$ cat src/hw/sram_ctrl_pkg.sv
// Overview of operation
// - Low six bits row, high six column
// - Hold inputs 100 ns after fall
// - Direction high write, low read
// - Write data settled before fall
// - Address settled before select falls
// - Read strobe low 215 ns to 1 ms
// - Write strobe low 215 ns to 1 ms
// - Strobe falls at least 400 ns apart
package sram_ctrl_pkg;
	localparam int ADDR_W             = 12;   // Word address width
	localparam int ROW_W              = 6;    // Low address half
	localparam int CLK_PERIOD_NS      = 8;    // sys_clk period
	localparam int ACCESS_DELAY_NS    = 215;  // Output valid after fall
	localparam int STROBE_WIDTH_NS    = 215;  // Least strobe low time
	localparam int INPUT_HOLD_TIME_NS = 100;  // Inputs held after fall
	localparam int INPUT_SETUP_TIME_NS = 0;   // Inputs before fall
	localparam int CYCLE_PERIOD_NS    = 400;  // Fall to fall
	localparam int STROBE_MAX_NS      = 1000000; // Longest strobe, 1 ms
	// Least times round up to whole cycles; setup is at least one
	localparam int STROBE_CYC =
		(STROBE_WIDTH_NS + CLK_PERIOD_NS - 1) / CLK_PERIOD_NS;
	localparam int ACCESS_CYC =
		(ACCESS_DELAY_NS + CLK_PERIOD_NS - 1) / CLK_PERIOD_NS;
	localparam int HOLD_CYC =
		(INPUT_HOLD_TIME_NS + CLK_PERIOD_NS - 1) / CLK_PERIOD_NS;
	localparam int SETUP_CYC_RAW =
		(INPUT_SETUP_TIME_NS + CLK_PERIOD_NS - 1) / CLK_PERIOD_NS;
	localparam int SETUP_CYC = (SETUP_CYC_RAW < 1) ? 1 : SETUP_CYC_RAW;
	localparam int CYCLE_CYC =
		(CYCLE_PERIOD_NS + CLK_PERIOD_NS - 1) / CLK_PERIOD_NS;
	localparam int STROBE_MAX_CYC = STROBE_MAX_NS / CLK_PERIOD_NS;
	localparam int CNT_W = 8;                 // Phase counter width
	localparam logic DIR_WRITE = 1'b1;        // Direction pin for write
	localparam logic DIR_READ  = 1'b0;        // Direction pin for read
	typedef enum {ST_IDLE, ST_SETUP, ST_LOW, ST_RECOVER} state_t;
endpackage

$ cat src/hw/cycle_timer.sv
`timescale 1ns/1ns
// Down counter; load starts it, done pulses the cycle after it reaches one
module cycle_timer #(
	parameter int W = 8
) (
	input  wire logic         sys_clk,
	input  wire logic         nrst,
	input  wire logic         load,
	input  wire logic [W-1:0] load_val,
	output logic              done
);
	logic [W-1:0] count;       // Cycles left
	logic [W-1:0] next_count;
	logic         next_done;

	// Next count and expiry
	always_comb begin
		next_count = count;
		next_done  = 1'b0;
		if (load) begin
			next_count = load_val;
		end else if (count != '0) begin
			next_count = count - 1'b1;
			next_done  = (count == {{(W-1){1'b0}}, 1'b1});
		end
	end

	// Register state
	always_ff @(posedge sys_clk or negedge nrst) begin
		if (!nrst) begin
			count <= '0;
			done  <= 1'b0;
		end else begin
			count <= next_count;
			done  <= next_done;
		end
	end
endmodule // cycle_timer

$ cat src/hw/sram_strobe_ctrl.sv
`timescale 1ns/1ns
// Drives a 4096x1 edge-strobed static memory from a simple request port
module sram_strobe_ctrl #(
	// Phase lengths in clock cycles; defaults follow the package
	// and must be worked out again if the clock changes
	parameter int STROBE_CYC = sram_ctrl_pkg::STROBE_CYC,
	parameter int CYCLE_CYC  = sram_ctrl_pkg::CYCLE_CYC,
	parameter int HOLD_CYC   = sram_ctrl_pkg::HOLD_CYC,
	parameter int SETUP_CYC  = sram_ctrl_pkg::SETUP_CYC
) (
	// Single clock; every phase is a count of its cycles
	input  wire logic                              sys_clk,
	// Asynchronous reset, active low
	input  wire logic                              nrst,
	// User side: one request at a time, taken when ready is high
	// Read result comes back as a one-cycle valid with a held bit
	input  wire logic                              req_valid,
	input  wire logic                              req_write,
	input  wire logic [sram_ctrl_pkg::ADDR_W-1:0]  req_addr,
	input  wire logic                              req_wdata,
	output logic                                   req_ready,
	output logic                                   rd_valid,
	output logic                                   rd_data,
	// Memory pins, all registered so the strobe edge is clean
	// The data pin from the memory is sampled in reads only
	output logic [sram_ctrl_pkg::ADDR_W-1:0]       mem_addr,
	output logic                                   mem_dir,
	output logic                                   mem_din,
	output logic                                   mem_sel_n,
	input  wire logic                              mem_dout_n
);
	// Width of the phase counters; must hold the fall-to-fall count
	// at this clock, so a faster clock needs a wider counter
	localparam int W = sram_ctrl_pkg::CNT_W;

	// Sequencer state and its next value
	sram_ctrl_pkg::state_t state;       // Access sequencer
	sram_ctrl_pkg::state_t next_state;
	// Strobe low time counter
	logic [W-1:0] low_cnt;              // Cycles since strobe fell
	logic [W-1:0] next_low_cnt;
	// Spacing between strobe falls, kept apart from the sequencer
	// so a quick request still waits for the memory to recover
	logic         timer_load;           // Starts fall-to-fall timer
	logic         gap_done;             // Cycle period elapsed
	logic         gap_busy;             // Spacing still running
	logic         next_gap_busy;
	// Direction of the access in progress, kept for the read sample
	logic         write_cyc;            // Latched direction of cycle
	logic         next_write_cyc;
	// Next values of the registered outputs
	logic         next_req_ready;
	logic         next_rd_valid;
	logic         next_rd_data;
	// Next values of the memory pins
	logic [sram_ctrl_pkg::ADDR_W-1:0] next_mem_addr;
	logic         next_mem_dir;
	logic         next_mem_din;
	logic         next_mem_sel_n;
	// Setup phase length before the strobe may fall
	// Zero setup time still leaves one cycle of settled pins
	logic [W-1:0] setup_left;           // Setup cycles left
	logic [W-1:0] next_setup_left;

	// Saturating compare helper, used for several phase checks
	// The count is widened to int so a limit above the counter
	// range never wraps into a false match
	function automatic logic reached(input logic [W-1:0] c,
		input int lim);
		reached = (int'(c) >= lim);
	endfunction

	// Fall-to-fall spacing timer
	// Loaded at each strobe fall; its done pulse frees the next fall.
	// The pulse comes a cycle after the count reaches one, so the
	// spacing is one cycle longer than the least, traded for a
	// registered done with no path back into the load logic
	cycle_timer #(.W(W)) u_gap (
		.sys_clk  (sys_clk),
		.nrst     (nrst),
		.load     (timer_load),
		.load_val (W'(CYCLE_CYC)),
		.done     (gap_done)
	);

	// Sequencer next values
	// Every next value but ready defaults to its present value, so a branch
	// only names what it changes; pulses default low
	always_comb begin
		next_state      = state;
		next_low_cnt    = low_cnt;
		next_write_cyc  = write_cyc;
		// Valid is a one-cycle pulse; the read bit holds till the next
		next_rd_valid   = 1'b0;
		next_rd_data    = rd_data;
		next_mem_addr   = mem_addr;
		next_mem_dir    = mem_dir;
		next_mem_din    = mem_din;
		next_mem_sel_n  = mem_sel_n;
		next_setup_left = setup_left;
		next_gap_busy   = gap_busy;
		// Ready is raised only by idle and recovery
		next_req_ready  = 1'b0;
		// Timer load is a one-cycle pulse at the fall
		timer_load      = 1'b0;
		// Spacing ends; a fall in this cycle sets it again below
		if (gap_done) begin
			next_gap_busy = 1'b0;
		end
		// One branch per phase of the access
		case (state)
			// Waiting for work with ready shown
			sram_ctrl_pkg::ST_IDLE: begin
				next_req_ready = 1'b1;
				// Request taken only while ready is shown
				if (req_valid && req_ready) begin
					next_req_ready  = 1'b0;
					// Pins settled before strobe falls
					next_mem_addr   = req_addr;
					next_mem_dir    = req_write ? sram_ctrl_pkg::DIR_WRITE
						: sram_ctrl_pkg::DIR_READ;
					// Data pin parked low in reads; the memory ignores it
					next_mem_din    = req_write ? req_wdata : 1'b0;
					// Direction kept for the end of the cycle
					next_write_cyc  = req_write;
					// Setup counted from the cycle the pins change
					next_setup_left = W'(SETUP_CYC);
					// Setup phase next
					next_state      = sram_ctrl_pkg::ST_SETUP;
				end
			end
			// Pins settled; strobe falls when setup and spacing are met
			sram_ctrl_pkg::ST_SETUP: begin
				// Also waits out the previous fall-to-fall spacing
				// Extra setup cycles, none at the default setting
				if (setup_left > W'(1)) begin
					next_setup_left = setup_left - 1'b1;
				end else if (!next_gap_busy) begin
					// Strobe falls and the spacing timer starts together
					next_mem_sel_n = 1'b0;
					timer_load     = 1'b1;
					next_gap_busy  = 1'b1;
					// Low time counted from the fall
					next_low_cnt   = '0;
					next_state     = sram_ctrl_pkg::ST_LOW;
				end
			end
			// Strobe low; counts up to the least width and hold time
			sram_ctrl_pkg::ST_LOW: begin
				// Pins stay untouched here, covering hold time
				next_low_cnt = low_cnt + 1'b1;
				// Strobe lasts the least width, far below 1 ms; the read
				// sample also waits out the access delay, so a shorter
				// strobe setting cannot sample a line still settling
				if (reached(low_cnt + 1'b1, STROBE_CYC)
					&& reached(low_cnt + 1'b1, HOLD_CYC)
					&& reached(low_cnt + 1'b1,
					sram_ctrl_pkg::ACCESS_CYC)) begin
					// Strobe rises; pins stay put through recovery
					next_mem_sel_n = 1'b1;
					// One recovery cycle follows every access
					next_state     = sram_ctrl_pkg::ST_RECOVER;
					// Writes leave the output unread
					if (!write_cyc) begin
						// Output is driven and valid by now
						next_rd_valid = 1'b1;
						// Pin carries the inverse of the stored bit
						next_rd_data  = ~mem_dout_n;
					end
				end
			end
			// Strobe back high; pins still hold the last access
			sram_ctrl_pkg::ST_RECOVER: begin
				// One cycle high before accepting more work
				// Ready returns now; the next fall still waits for spacing
				next_state     = sram_ctrl_pkg::ST_IDLE;
				next_req_ready = 1'b1;
			end
			// Unreachable codes return to idle
			default: begin
				next_state     = sram_ctrl_pkg::ST_IDLE;
				// Strobe forced high so the memory is left idle
				next_mem_sel_n = 1'b1;
			end
		endcase
	end

	// Register sequencer and pins
	// Reset parks the strobe high so the memory stays deselected
	// and its output floats until the first request
	always_ff @(posedge sys_clk or negedge nrst) begin
		if (!nrst) begin
			// Constants only in the reset branch
			state      <= sram_ctrl_pkg::ST_IDLE;
			low_cnt    <= '0;
			write_cyc  <= 1'b0;
			req_ready  <= 1'b0;
			rd_valid   <= 1'b0;
			rd_data    <= 1'b0;
			mem_addr   <= '0;
			mem_dir    <= sram_ctrl_pkg::DIR_READ;
			mem_din    <= 1'b0;
			// Deselected: memory idle, output line free
			mem_sel_n  <= 1'b1;
			setup_left <= '0;
			gap_busy   <= 1'b0;
		end else begin
			// Plain register stage; all decisions are made above
			state      <= next_state;
			low_cnt    <= next_low_cnt;
			write_cyc  <= next_write_cyc;
			req_ready  <= next_req_ready;
			rd_valid   <= next_rd_valid;
			rd_data    <= next_rd_data;
			mem_addr   <= next_mem_addr;
			mem_dir    <= next_mem_dir;
			mem_din    <= next_mem_din;
			mem_sel_n  <= next_mem_sel_n;
			setup_left <= next_setup_left;
			gap_busy   <= next_gap_busy;
		end
	end
endmodule // sram_strobe_ctrl

$ cat config.mk
export PLATFORM = sky130hd
export DESIGN_NAME = sram_strobe_ctrl
export DESIGN_NICKNAME = d
export VERILOG_FILES = /design/src/hw/sram_ctrl_pkg.sv /design/src/hw/cycle_timer.sv /design/src/hw/sram_strobe_ctrl.sv
export SDC_FILE = /design/constraint.sdc
export NUM_CORES = 1
export LEC_CHECK = 0
export BUFFER_PORTS_ARGS = -buffer_cell sky130_fd_sc_hd__clkbuf_2
export CORE_MARGIN = 2
export CORE_UTILIZATION = 51
export DETAILED_ROUTE_END_ITERATION = 10
export PLACE_DENSITY = 0.75
export SLEW_MARGIN = 20
export SYNTH_ARGS = -nofsm -noshare
export SYNTH_HDL_FRONTEND = slang
export SYNTH_SLANG_ARGS = --single-unit
$ cat constraint.sdc
create_clock -name sys_clk -period 2.25 [get_ports sys_clk]
set_clock_uncertainty 0.15 [all_clocks]
set_input_delay 0.225 -clock sys_clk [delete_from_list [all_inputs] [get_ports sys_clk]]
set_output_delay 0.225 -clock sys_clk [all_outputs]
set_load 0.1 [all_outputs]
Yosys cells after proc, flatten, opt, wreduce, memory -nomap -nowiden
Cells that the tools add are included.
Storage, ports and cells
  input bits: 18
  bits in registers: 77
Cells by class
  eq/ne operators: 9
  reduce and logical (&&, ||, !) cells: 15
  order comparisons: 3
  bitwise gates (word level): 3
  add/sub/neg operators: 3
  multiplexer cells: 32
Operators with widths (number)
  32-bit two-way mux: 4
  32-bit one-hot mux with 3 select lines: 1
  32-bit by 2-bit == test with 1-bit output (second input constant): 2
  8-bit two-way mux: 6
  32-bit by 1-bit == test with 1-bit output (second input constant): 1
  32-bit logical NOT: 1
  8-bit one-hot mux with 2 select lines: 2
  1-bit two-way mux: 17
  8-bit by 1-bit subtractor with 8-bit output (second input constant): 2
  2-bit inequality test (second input constant): 5
  3-bit AND reduction: 3
  8-bit by 1-bit adder with 8-bit output (second input constant): 1
  8-bit by 1-bit == test with 1-bit output (second input constant): 1
  8-bit by 4-bit >= comparator with 1-bit output (second input constant): 1
  8-bit by 5-bit >= comparator with 1-bit output (second input constant): 1
  8-bit by 1-bit greater-than comparator with 1-bit output (second input constant): 1
  4-bit AND reduction: 2
  8-bit nonzero test: 1
  2-bit nonzero test: 3
  1-bit logical AND: 3
  1-bit NOT: 3
  1-bit one-hot mux with 3 select lines: 1
  1-bit one-hot mux with 2 select lines: 1
  2-bit AND reduction: 1
  2-bit OR reduction: 1

Depth between registers and ports, before layout
Gate-level depths: netlist of the first run.
  depth in word-level cells: 6
  mapped depth: 9
  depth with buffers taken out: 7

Cells and area by module
From an unflattened synthesis of the first run, not the netlist that was laid out.
Unflattened totals
  cells, all modules: 244
  area, all modules: 2508.7 um2
By module, submodules not included
  sram_strobe_ctrl: area each 1954.4 um2, times used 1, cells each 185
  cycle_timer: area each 554.3 um2, times used 1, cells each 59

Worst setup path after synthesis of the first run
No wires, ideal clock.
  path kind: register to register
  start: reg req_ready
  end: reg setup_left[5]
  path slack: -0.068 ns
  stages on the path, launching flop included: 6
  setup time: 0.131 ns
  path buffers: 0
  period minus slack after synthesis: 2.318 ns
  arrival time: 2.037 ns
  required time: 1.969 ns
  path through: dfrtp_1 a21boi_0 nor4b_1 nand3_1 xor2_1 nor2_1
On the way
  word-level cells in the longest chain between the ends: 3
Ends and longest elaborated chain
  start: declaration: RTL line sram_strobe_ctrl.sv:21  | output logic req_ready,
  start signal: assignment: RTL line sram_strobe_ctrl.sv:212  | req_ready <= next_req_ready;
  1-bit logical AND: RTL line sram_strobe_ctrl.sv:116  | if (req_valid && req_ready) begin
  2-bit inequality test (no source line)
  3-bit AND reduction (no source line)
  end signal: assignment: RTL line sram_strobe_ctrl.sv:219  | setup_left <= next_setup_left;
  end: declaration: RTL line sram_strobe_ctrl.sv:62  | logic [W-1:0] setup_left;
Every way passes these cells.
A chain may end at the register's enable or synchronous reset.

Worst setup path in the final report of the first run
  start: reg low_cnt[0]
  end: reg rd_data
On the way
  word-level cells in the longest chain between the ends: 5
  elaborated cells between the ends (all ways): 6
  those cells by class: add/sub: 1; order compare: 2; reduce/logical: 3
Ends and longest elaborated chain
  start: declaration: RTL line sram_strobe_ctrl.sv:40  | logic [W-1:0] low_cnt;
  start signal: assignment: RTL line sram_strobe_ctrl.sv:210  | low_cnt <= next_low_cnt;
  8-bit by 1-bit adder with 8-bit output (*): RTL line sram_strobe_ctrl.sv:155, sram_strobe_ctrl.sv:156, sram_strobe_ctrl.sv:157
  8-bit by 5-bit >= comparator with 1-bit output / 8-bit by 4-bit >= comparator with 1-bit output (equally long branches): RTL line sram_strobe_ctrl.sv:70  | reached = (int'(c) >= lim);
  1-bit logical AND: RTL line sram_strobe_ctrl.sv:156  | && reached(low_cnt + 1'b1, HOLD_CYC)
  1-bit logical AND (*): RTL line sram_strobe_ctrl.sv:157  | && reached(low_cnt + 1'b1,
  3-bit AND reduction (no source line) (*)
  end signal: assignment: RTL line sram_strobe_ctrl.sv:214  | rd_data <= next_rd_data;
  end: declaration: RTL line sram_strobe_ctrl.sv:23  | output logic rd_data,
Mark *: on every way between the ends. The rest lies on a longest branch, timed or not.

==> results of run 1 <==
power by group through the flow:
stage / registers, mW / clock network, mW / logic [mW]
2_1_floorplan: 2.41 / 0 / 1.16
3_3_place_gp: 1.48 / 0 / 2.59
3_5_place_dp: 1.50 / 0 / 2.63
4_1_cts: 1.49 / 0.535 / 2.66
5_1_grt: 1.55 / 0.578 / 2.92
6_report: 1.49 / 0.517 / 2.70
area by class of cell:
| type | count | area [um^2] |
|---|---|---|
| clock buffers | 5 | 68.8 |
| flip-flops and latches | 46 | 1150 |
| clock inverters | 3 | 25.0 |
| inverters | 14 | 52.6 |
| well taps | 67 | 83.8 |
| repair buffers | 63 | 433 |
| fillers | 379 | 1630 |
| multi-input cells | 170 | 1280 |
cell families after synthesis:
family	synth area share, %
AOI/OAI and AO/OA	12.0
DFF	45.9
buffers and inverters	4.24
muxes	9.13
adders and majority gates	6.48
xor gates and xnor gates	4.19
and+or+nand+nor	18.1
registers in the layout, summed over array words and instances, names as in the netlist, 2 cells and up:
| signal | count |
|---|---|
| low_cnt | 8 |
| mem_addr | 12 |
| setup_left | 8 |
| state | 2 |
| u_gap.count | 8 |
per-layer routing:
| metal | track usage (%) | up-vias | wire, um |
|---|---|---|---|
| met5 | 0 | - | 0 |
| met3 | 4.61 | 4 | 193 |
| li1 | - | 960 | - |
| met4 | 6.46 | 0 | 46 |
| met1 | 26.5 | 916 | 2350 |
| met2 | 30.7 | 32 | 2350 |
worst register-to-register path: cells and delay by family, from the launching register on:
family	cells	cell delay, ps
multiplexers	1	200
AND/OR/NAND/NOR	1	200
AO/OA/AOI/OAI	3	820
adder cells (fa/ha/maj)	1	210
buffers and inverters	1	60
flip-flops	1	420
through the flow:
stage / instance area, um^2 / std cells / utilization [%]
floorplan: 2510 / 238 / -
CTS: 3030 / 364 / 64.2
global route: 3100 / 368 / 65.6
detailed placement: 2830 / 346 / 60.0
finish: 3100 / 368 / 65.6
global placement: 2830 / 346 / 60.0
repair_timing:
item,4_1_cts,5_1_grt
endpoints found under the hold margin,26,4
hold buffers,10,4
pin swaps,0,3
setup endpoints to repair,1,7
gates resized for setup,1,7
cloned,0,0
cell usage in the layout, fill, tap and decap left out, drive strengths merged, types with 3 or more instances in the layout:
cell type,netlist,routed
nor4,3,3
dlygate4sd3,0,14
nand4,6,6
dfrtp,45,45
o311ai,3,3
xnor2,5,5
nand2,18,18
nor2,29,29
inv,14,15
mux2i,6,6
mux2,15,15
xor2,7,7
clkbuf,3,40
o21ai,9,9
nor2b,6,6
a21boi,3,3
buf,5,14
nand3,9,9
ha,13,13
a41oi,3,3
a311oi,3,3
a21oi,5,5
final timing paths:
| path | start | endpoint | slack, ps | cells after the start |
|---|---|---|---|---|
| setup / recovery | low_cnt[0] | rd_data | 120 | 7 |
| hold / removal | req_addr[7] | mem_addr[7] | 10 | 2 |
| setup reg to reg | low_cnt[0] | rd_data | 120 | 7 |
| hold reg to reg | mem_addr[10] | mem_addr[10] | 360 | 1 |
| max in group asynchronous | nrst | req_ready | 1150 | 3 |
| min in group asynchronous | nrst | state[0] | 280 | 2 |
==> Implementation_results.wiki, run 1 <==
{| class="wikitable"
! Metric !! Value
|-
| Run status || finished, final reports clean
|-
| Routed Antenna Nets || 0
|-
| Number of top-level pins || 36
|-
| Largest cells by area after synthesis || dfrtp_1, mux2_2, ha_1
|-
| Most numerous cell types in the synthesized netlist || dfrtp_1, nor2_1, nand2_1, mux2_2, inv_1
|-
| Overall die area || 0.00550 mm^2
|-
| Post-synth EDFFs || 0
|-
| Setup slack after placement || -5.57 ps
|-
| Combinational share of power || a little under three fifths
|-
| Final wirelength || 4940 um
|-
| Total leakage power || ~1.4 nW
|-
| Critical Path Start Type || register
|-
| Max-slew violation count || 0
|-
| Mean instance size in the synthesized netlist || ~11 um^2
|-
| Share of synthesized flip-flops with an asynchronous set or reset || between 90% and 100%
|-
| Peak supply drop || between 0.6 and 0.7 mV
|-
| Start-to-end type of the worst setup path || reg2reg
|-
| Die height || between 70 and 80 um
|-
| Via Count || around 1900
|-
| Number of antenna violations at the first check in global routing || 0
|-
| Total setup violations reported at the end of the flow || 0
|-
| Yosys Warn Count || 0
|-
| GRT Resource Usage Total || 19.4%
|-
| Post-Syn Nets || between 200 and 300
|-
| MaxCap Viol Count || 0
|-
| Clock slew at the register clock pins of the worst setup and hold paths || roughly 90 ps
|-
| Area of the placeable core || ~0.0047 mm^2
|-
| Insertion delay to the later sink of the worst-skew pair || 300 ps
|-
| Worst path cell trace || inv_2 -> ha_1 -> and4b_1 -> o31a_1 -> o311a_1 -> o21ai_2 -> mux2i_1
|-
| Post-route clock period utilization || a little over nine tenths
|-
| Number of design-rule violations left by the first detailed-router iteration || 75
|-
| Number of buffers created by CTS || 5
|-
| Synth cell types || 53
|-
| Antenna cells || 0
|-
| Final critical delay including setup and external delays || about 2100 ps
|-
| Kind of path behind the tightest hold check || in2reg
|-
| Post-route total power || roughly 4.7 mW
|-
| Cell class contributing the biggest share of worst-path delay || compound AO/OA/AOI/OAI gates
|-
| Post CTS Setup Buffer Count || 0
|-
| Pre-Repair DR Iteration Count || 4
|-
| Proportion of synthesized chip area in sequential cells || between 40 and 50%
|-
| Power density of the placed cells || about 1500 mW/mm^2
|-
| Worst hold slack || 13.2 ps
|-
| Primary flip-flop cell chosen by synthesis mapping || dfrtp_1
|-
| Leading cell type by number of instances after synthesis || dfrtp_1
|-
| Sum of negative setup slack || 0 ps
|-
| Cell-internal power || roughly 2.2 mW
|-
| Count of endpoints failing hold in the final timing report || 0
|-
| H-Tree Depth || 2
|-
| Transition time at the pin with the least slew margin || 594 ps
|-
| Maximum cell stage delay along the critical path || ~420 ps
|-
| Clock group share of total power || 11.0%
|-
| Num rows || 25
|-
| Aggregate global routing overflow || 0
|-
| Nature of the critical path endpoint || register
|-
| Post-DR wirelength/cell || 13.4 um
|-
| Fraction of layout cells with a size suffix above 1 || about 29%
|-
| Largest fanout of any net on the critical path || 4
|-
| Unrepaired setup endpoints after global routing || no
|-
| Number of sinks on the clock net || 46
|-
| Required time of the critical path || between 2000 and 2500 ps
|-
| First-pass GRT wire length || 8130 um
|-
| Post-route setup slack || 117 ps
|-
| Syn Std Cell Area || between 0.002 and 0.003 mm^2
|-
| Starting Density || between 50% and 60%
|-
| Critical path buffer and inverter count || 1
|-
| Layout overhead on the synthesized area || 23.5%
|-
| Horizontal die dimension || between 70 and 80 um
|-
| Psw || about 2.5 mW
|-
| Post-detailed-route via-to-cell ratio || just over 5
|-
| Critical-path top delay cell || dfrtp_2
|-
| Clock tree from TritonCTS || done
|-
| Maximum operating frequency || around 470 MHz
|-
| Detailed Place HPWL || between 3000 and 4000 um
|-
| Bufs on Longest Clock Path || 2
|-
| Number of nets at the end of the flow || about 330
|-
| Top-area cell type share of the netlist area || between 40 and 50%
|-
| Drc violations || 0
|-
| Switch share || between 50 and 60%
|-
| Count of buffers inserted at the top-level ports || 35
|-
| Data arrival time of the worst path || around 2200 ps
|-
| Leading area contributor after synthesis || dfrtp_1
|-
| Library cell used as clock root buffer || clkbuf_8
|-
| Relative slew margins || about three fifths
|-
| Largest net degree at the start of global routing || 29
|-
| Instance count of the mapped netlist || roughly 240
|-
| Vias in the first global route || 1803
|-
| Part of the total power dissipated in sequential elements || a little under a third
|-
| RD Place Congestion || between 0.8 and 0.9
|-
| Flip-flop and latch count after synthesis || 46
|}
Power figures use the tool's default switching activity.
==> inputs of run 2 (changes only) <==
Settings changed: ABC_AREA from default to 1.
==> run 2 against run 1 <==
  * Via count is 7.1% higher
  * Cell count is 9.5% higher
  * Clock power shrank 3%
  * Sequential power decreased by 7%
  * Highest routed layer unchanged
  * Largest cell class is now registers
  * Power fell by 6.2%
==> Implementation_results.wiki, run 2 <==
{| class="wikitable"
! Metric !! Value
|-
| Run status || finished, final reports clean (unchanged)
|-
| Most common library cell in the layout ignoring fill and taps || nand2_1 (was dfrtp_1)
|-
| Instance count of the mapped netlist || 295 (was 238)
|-
| H-Tree Depth || 2 (unchanged)
|-
| Final wirelength || 4830 um (was 4940 um)
|-
| Start-to-end type of the worst setup path || reg2reg (unchanged)
|-
| Number of flip-flops in the largest register || 12 (unchanged)
|-
| Proportion of synthesized chip area in sequential cells || 46.6% (was 45.9%)
|-
| Unrepaired setup endpoints after global routing || no (unchanged)
|-
| Top library cells by usage in the layout, fill and taps aside || nand2_1, dfrtp_1, clkbuf_2 (was dfrtp_1, clkbuf_2, nor2_1)
|-
| Number of buffers created by CTS || 5 (unchanged)
|-
| Layout overhead on the synthesized area || 18.4% (was 23.5%)
|-
| Via Count || 2047 (was 1912)
|-
| Total setup violations reported at the end of the flow || 0 (unchanged)
|-
| Die height || 73.6 um (was 74.1 um)
|-
| Design area || 0.00293 mm^2 (was 0.00310 mm^2)
|-
| Synth cell types || 35 (was 53)
|-
| Final critical delay including setup and external delays || 2000 ps (was 2130 ps)
|-
| Overall die area || 0.00542 mm^2 (was 0.00550 mm^2)
|-
| Largest cells by area after synthesis || dfrtp_1, nand2_1, ha_1 (was dfrtp_1, mux2_2, ha_1)
|-
| Leading cell type by number of instances after synthesis || nand2_1 (was dfrtp_1)
|-
| Post-detailed-route via-to-cell ratio || 5.08 (was 5.20)
|-
| Area of the placeable core || 0.00469 mm^2 (was 0.00472 mm^2)
|-
| Post-route setup slack || 253 ps (was 117 ps)
|-
| Insertion delay to the later sink of the worst-skew pair || 300 ps (about the same)
|-
| Starting Density || 52.7% (was 53.1%)
|-
| Fraction of layout cells with a size suffix above 1 || 19.8% (was 28.9%)
|-
| Pre-Repair DR Iteration Count || 4 (unchanged)
|-
| Routed Antenna Nets || 0 (unchanged)
|-
| Data arrival time of the worst path || 2030 ps (was 2210 ps)
|-
| Power density of the placed cells || 1510 mW/mm^2 (was 1520 mW/mm^2)
|-
| Post-route clock period utilization || 88.8% (was 94.8%)
|-
| Num rows || 25 (unchanged)
|-
| Horizontal die dimension || 73.6 um (was 74.1 um)
|-
| Maximum operating frequency || 501 MHz (was 469 MHz)
|-
| Post-DR wirelength/cell || 12.0 um (was 13.4 um)
|-
| Largest fanout of any net on the critical path || 12 (was 4)
|-
| Number of top-level pins || 36 (unchanged)
|-
| Largest Register || mem_addr (unchanged)
|-
| Drc violations || 0 (unchanged)
|-
| Most numerous cell types in the synthesized netlist || nand2_1, dfrtp_1, inv_1, nor2_1, nand3_1 (was dfrtp_1, nor2_1, nand2_1, mux2_2, inv_1)
|-
| Detailed Place HPWL || 3510 um (was 3530 um)
|-
| Antenna cells || 0 (unchanged)
|-
| Number of sinks on the clock net || 46 (unchanged)
|-
| Number of design-rule violations left by the first detailed-router iteration || 93 (was 75)
|-
| First-pass GRT wire length || 8310 um (was 8130 um)
|-
| Post-synth EDFFs || 0 (unchanged)
|-
| Final standard cell utilization of the core || 62.4% (was 65.6%)
|-
| Setup slack after placement || 257 ps (was -5.57 ps)
|-
| Post-Syn Nets || 326 (was 269)
|-
| Mean instance size in the synthesized netlist || 8.38 um^2 (was 10.5 um^2)
|-
| Aggregate global routing overflow || 0 (unchanged)
|-
| Flip-flop and latch count after synthesis || 46 (unchanged)
|-
| RD Place Congestion || 0.836 (was 0.846)
|-
| Sum of negative setup slack || 0 ps (unchanged)
|-
| Placement Cell Area || 0.00271 mm^2 (was 0.00283 mm^2)
|-
| Fill cell instance count of the final layout || 407 (was 379)
|-
| Fraction of met3 tracks used by global routing || 4.25% (was 4.61%)
|-
| GRT Resource Usage Total || 19.8% (was 19.4%)
|-
| Total leakage power || 1.55 nW (was 1.44 nW)
|-
| Worst hold slack || 2.91 ps (was 13.2 ps)
|-
| Post-route total power || 4.42 mW (was 4.71 mW)
|-
| Bufs on Longest Clock Path || 2 (unchanged)
|-
| Transition time at the pin with the least slew margin || 599 ps (was 594 ps)
|-
| Nature of the critical path endpoint || register (unchanged)
|-
| Placed insts || 382 (was 346)
|-
| Library cell used as clock root buffer || clkbuf_8 (unchanged)
|-
| Syn Std Cell Area || 0.00247 mm^2 (was 0.00251 mm^2)
|-
| Max-slew violation count || 0 (unchanged)
|-
| Required time of the critical path || 2290 ps (was 2320 ps)
|-
| Post CTS Setup Buffer Count || 0 (unchanged)
|-
| MaxCap Viol Count || 0 (unchanged)
|-
| Relative slew margins || 60.0% (was 59.9%)
|-
| Number of cells in the finished layout apart from fillers || 403 (was 368)
|-
| GR met2 Demand/Resource || 35.1% (was 30.7%)
|-
| Clock tree from TritonCTS || done (unchanged)
|-
| Kind of path behind the tightest hold check || in2reg (unchanged)
|-
| Busiest layer in global routing || met2 (unchanged)
|-
| Clock slew at the register clock pins of the worst setup and hold paths || 80 ps (was 90 ps)
|-
| Top-area cell type share of the netlist area || 45.6% (was 44.9%)
|-
| Number of antenna violations at the first check in global routing || 0 (unchanged)
|-
| Largest net degree at the start of global routing || 25 (was 29)
|-
| Vias in the first global route || 1979 (was 1803)
|-
| Count of endpoints failing hold in the final timing report || 0 (unchanged)
|-
| Number of nets at the end of the flow || 379 (was 331)
|-
| Met1 layer usage reported by global route || 24.4% (was 26.5%)
|-
| Count of buffers inserted at the top-level ports || 35 (unchanged)
|-
| Yosys Warn Count || 0 (unchanged)
|-
| Critical Path Start Type || register (unchanged)
|-
| Share of synthesized flip-flops with an asynchronous set or reset || 100% (unchanged)
|-
| Primary flip-flop cell chosen by synthesis mapping || dfrtp_1 (unchanged)
|-
| Leading area contributor after synthesis || dfrtp_1 (unchanged)
|-
| Peak supply drop || 1.14 mV (was 0.611 mV)
|}
==> run 2: cell type report <==
class	count	area (um^2)	share of cell area [%]
clock buffer	5	68.8	2.35
sequential	46	1150	39.4
tap	54	67.6	2.31
timing repair buffer	51	340	11.6
inverter	38	145	4.96
clock inverter	3	21.3	0.727
multi-input combinational	206	1130	38.6
==> run 2: metal layers <==
layer | part of all wire [%] | vias to the layer above
met1 | 45 | 968
li1 | - | 1043
met2 | 51 | 29
met4 | 1.2 | 0
met5 | 0 | -
met3 | 3.2 | 7
==> run 2: cell families (layout without fill, tap and decap cells) <==
family	count (synthesis)	count (layout)	synth area share [%]
AND/OR/NAND/NOR	154	154	27.4
flip-flops	46	46	46.6
buffers and inverters	43	97	7.59
AO/OA/AOI/OAI	31	31	8.96
adder cells (fa/ha/maj)	13	13	6.58
XOR/XNOR	8	8	2.84
==> run 2: timing repair <==
| item | in CTS | in global routing |
|---|---|---|
| hold buffers | 13 | 0 |
| gates resized for setup | 0 | 0 |
| hold endpoints to repair | 35 | 0 |
==> run 2: final timing paths <==
path,start,to,slack [ps],cells after the start
min in group asynchronous,nrst,u_gap.count[7],310,2
min,req_wdata,mem_din,3,3
min reg2reg,u_gap.done,gap_busy,320,1
max in group asynchronous,nrst,mem_sel_n,1040,3
max,state[1],setup_left[0],250,9
max reg2reg,state[1],setup_left[0],250,9
==> run 2: report_power, final <==
part | switching, mW | internal, mW | total (mW)
Sequential | 0.244 | 1.13 | 1.38
Clock | 0.284 | 0.218 | 0.502
Combinational | 1.91 | 0.628 | 2.54
==> run 2: critical path, stage by stage, from the launching register on <==
cell     delay (ps)
dfrtp_1         430
inv_1            90
ha_1            400
inv_4           130
o21ai_2         170
nand2_2         190
inv_2           130
nand2_1          80
nand2_1          80
o21ai_1          60
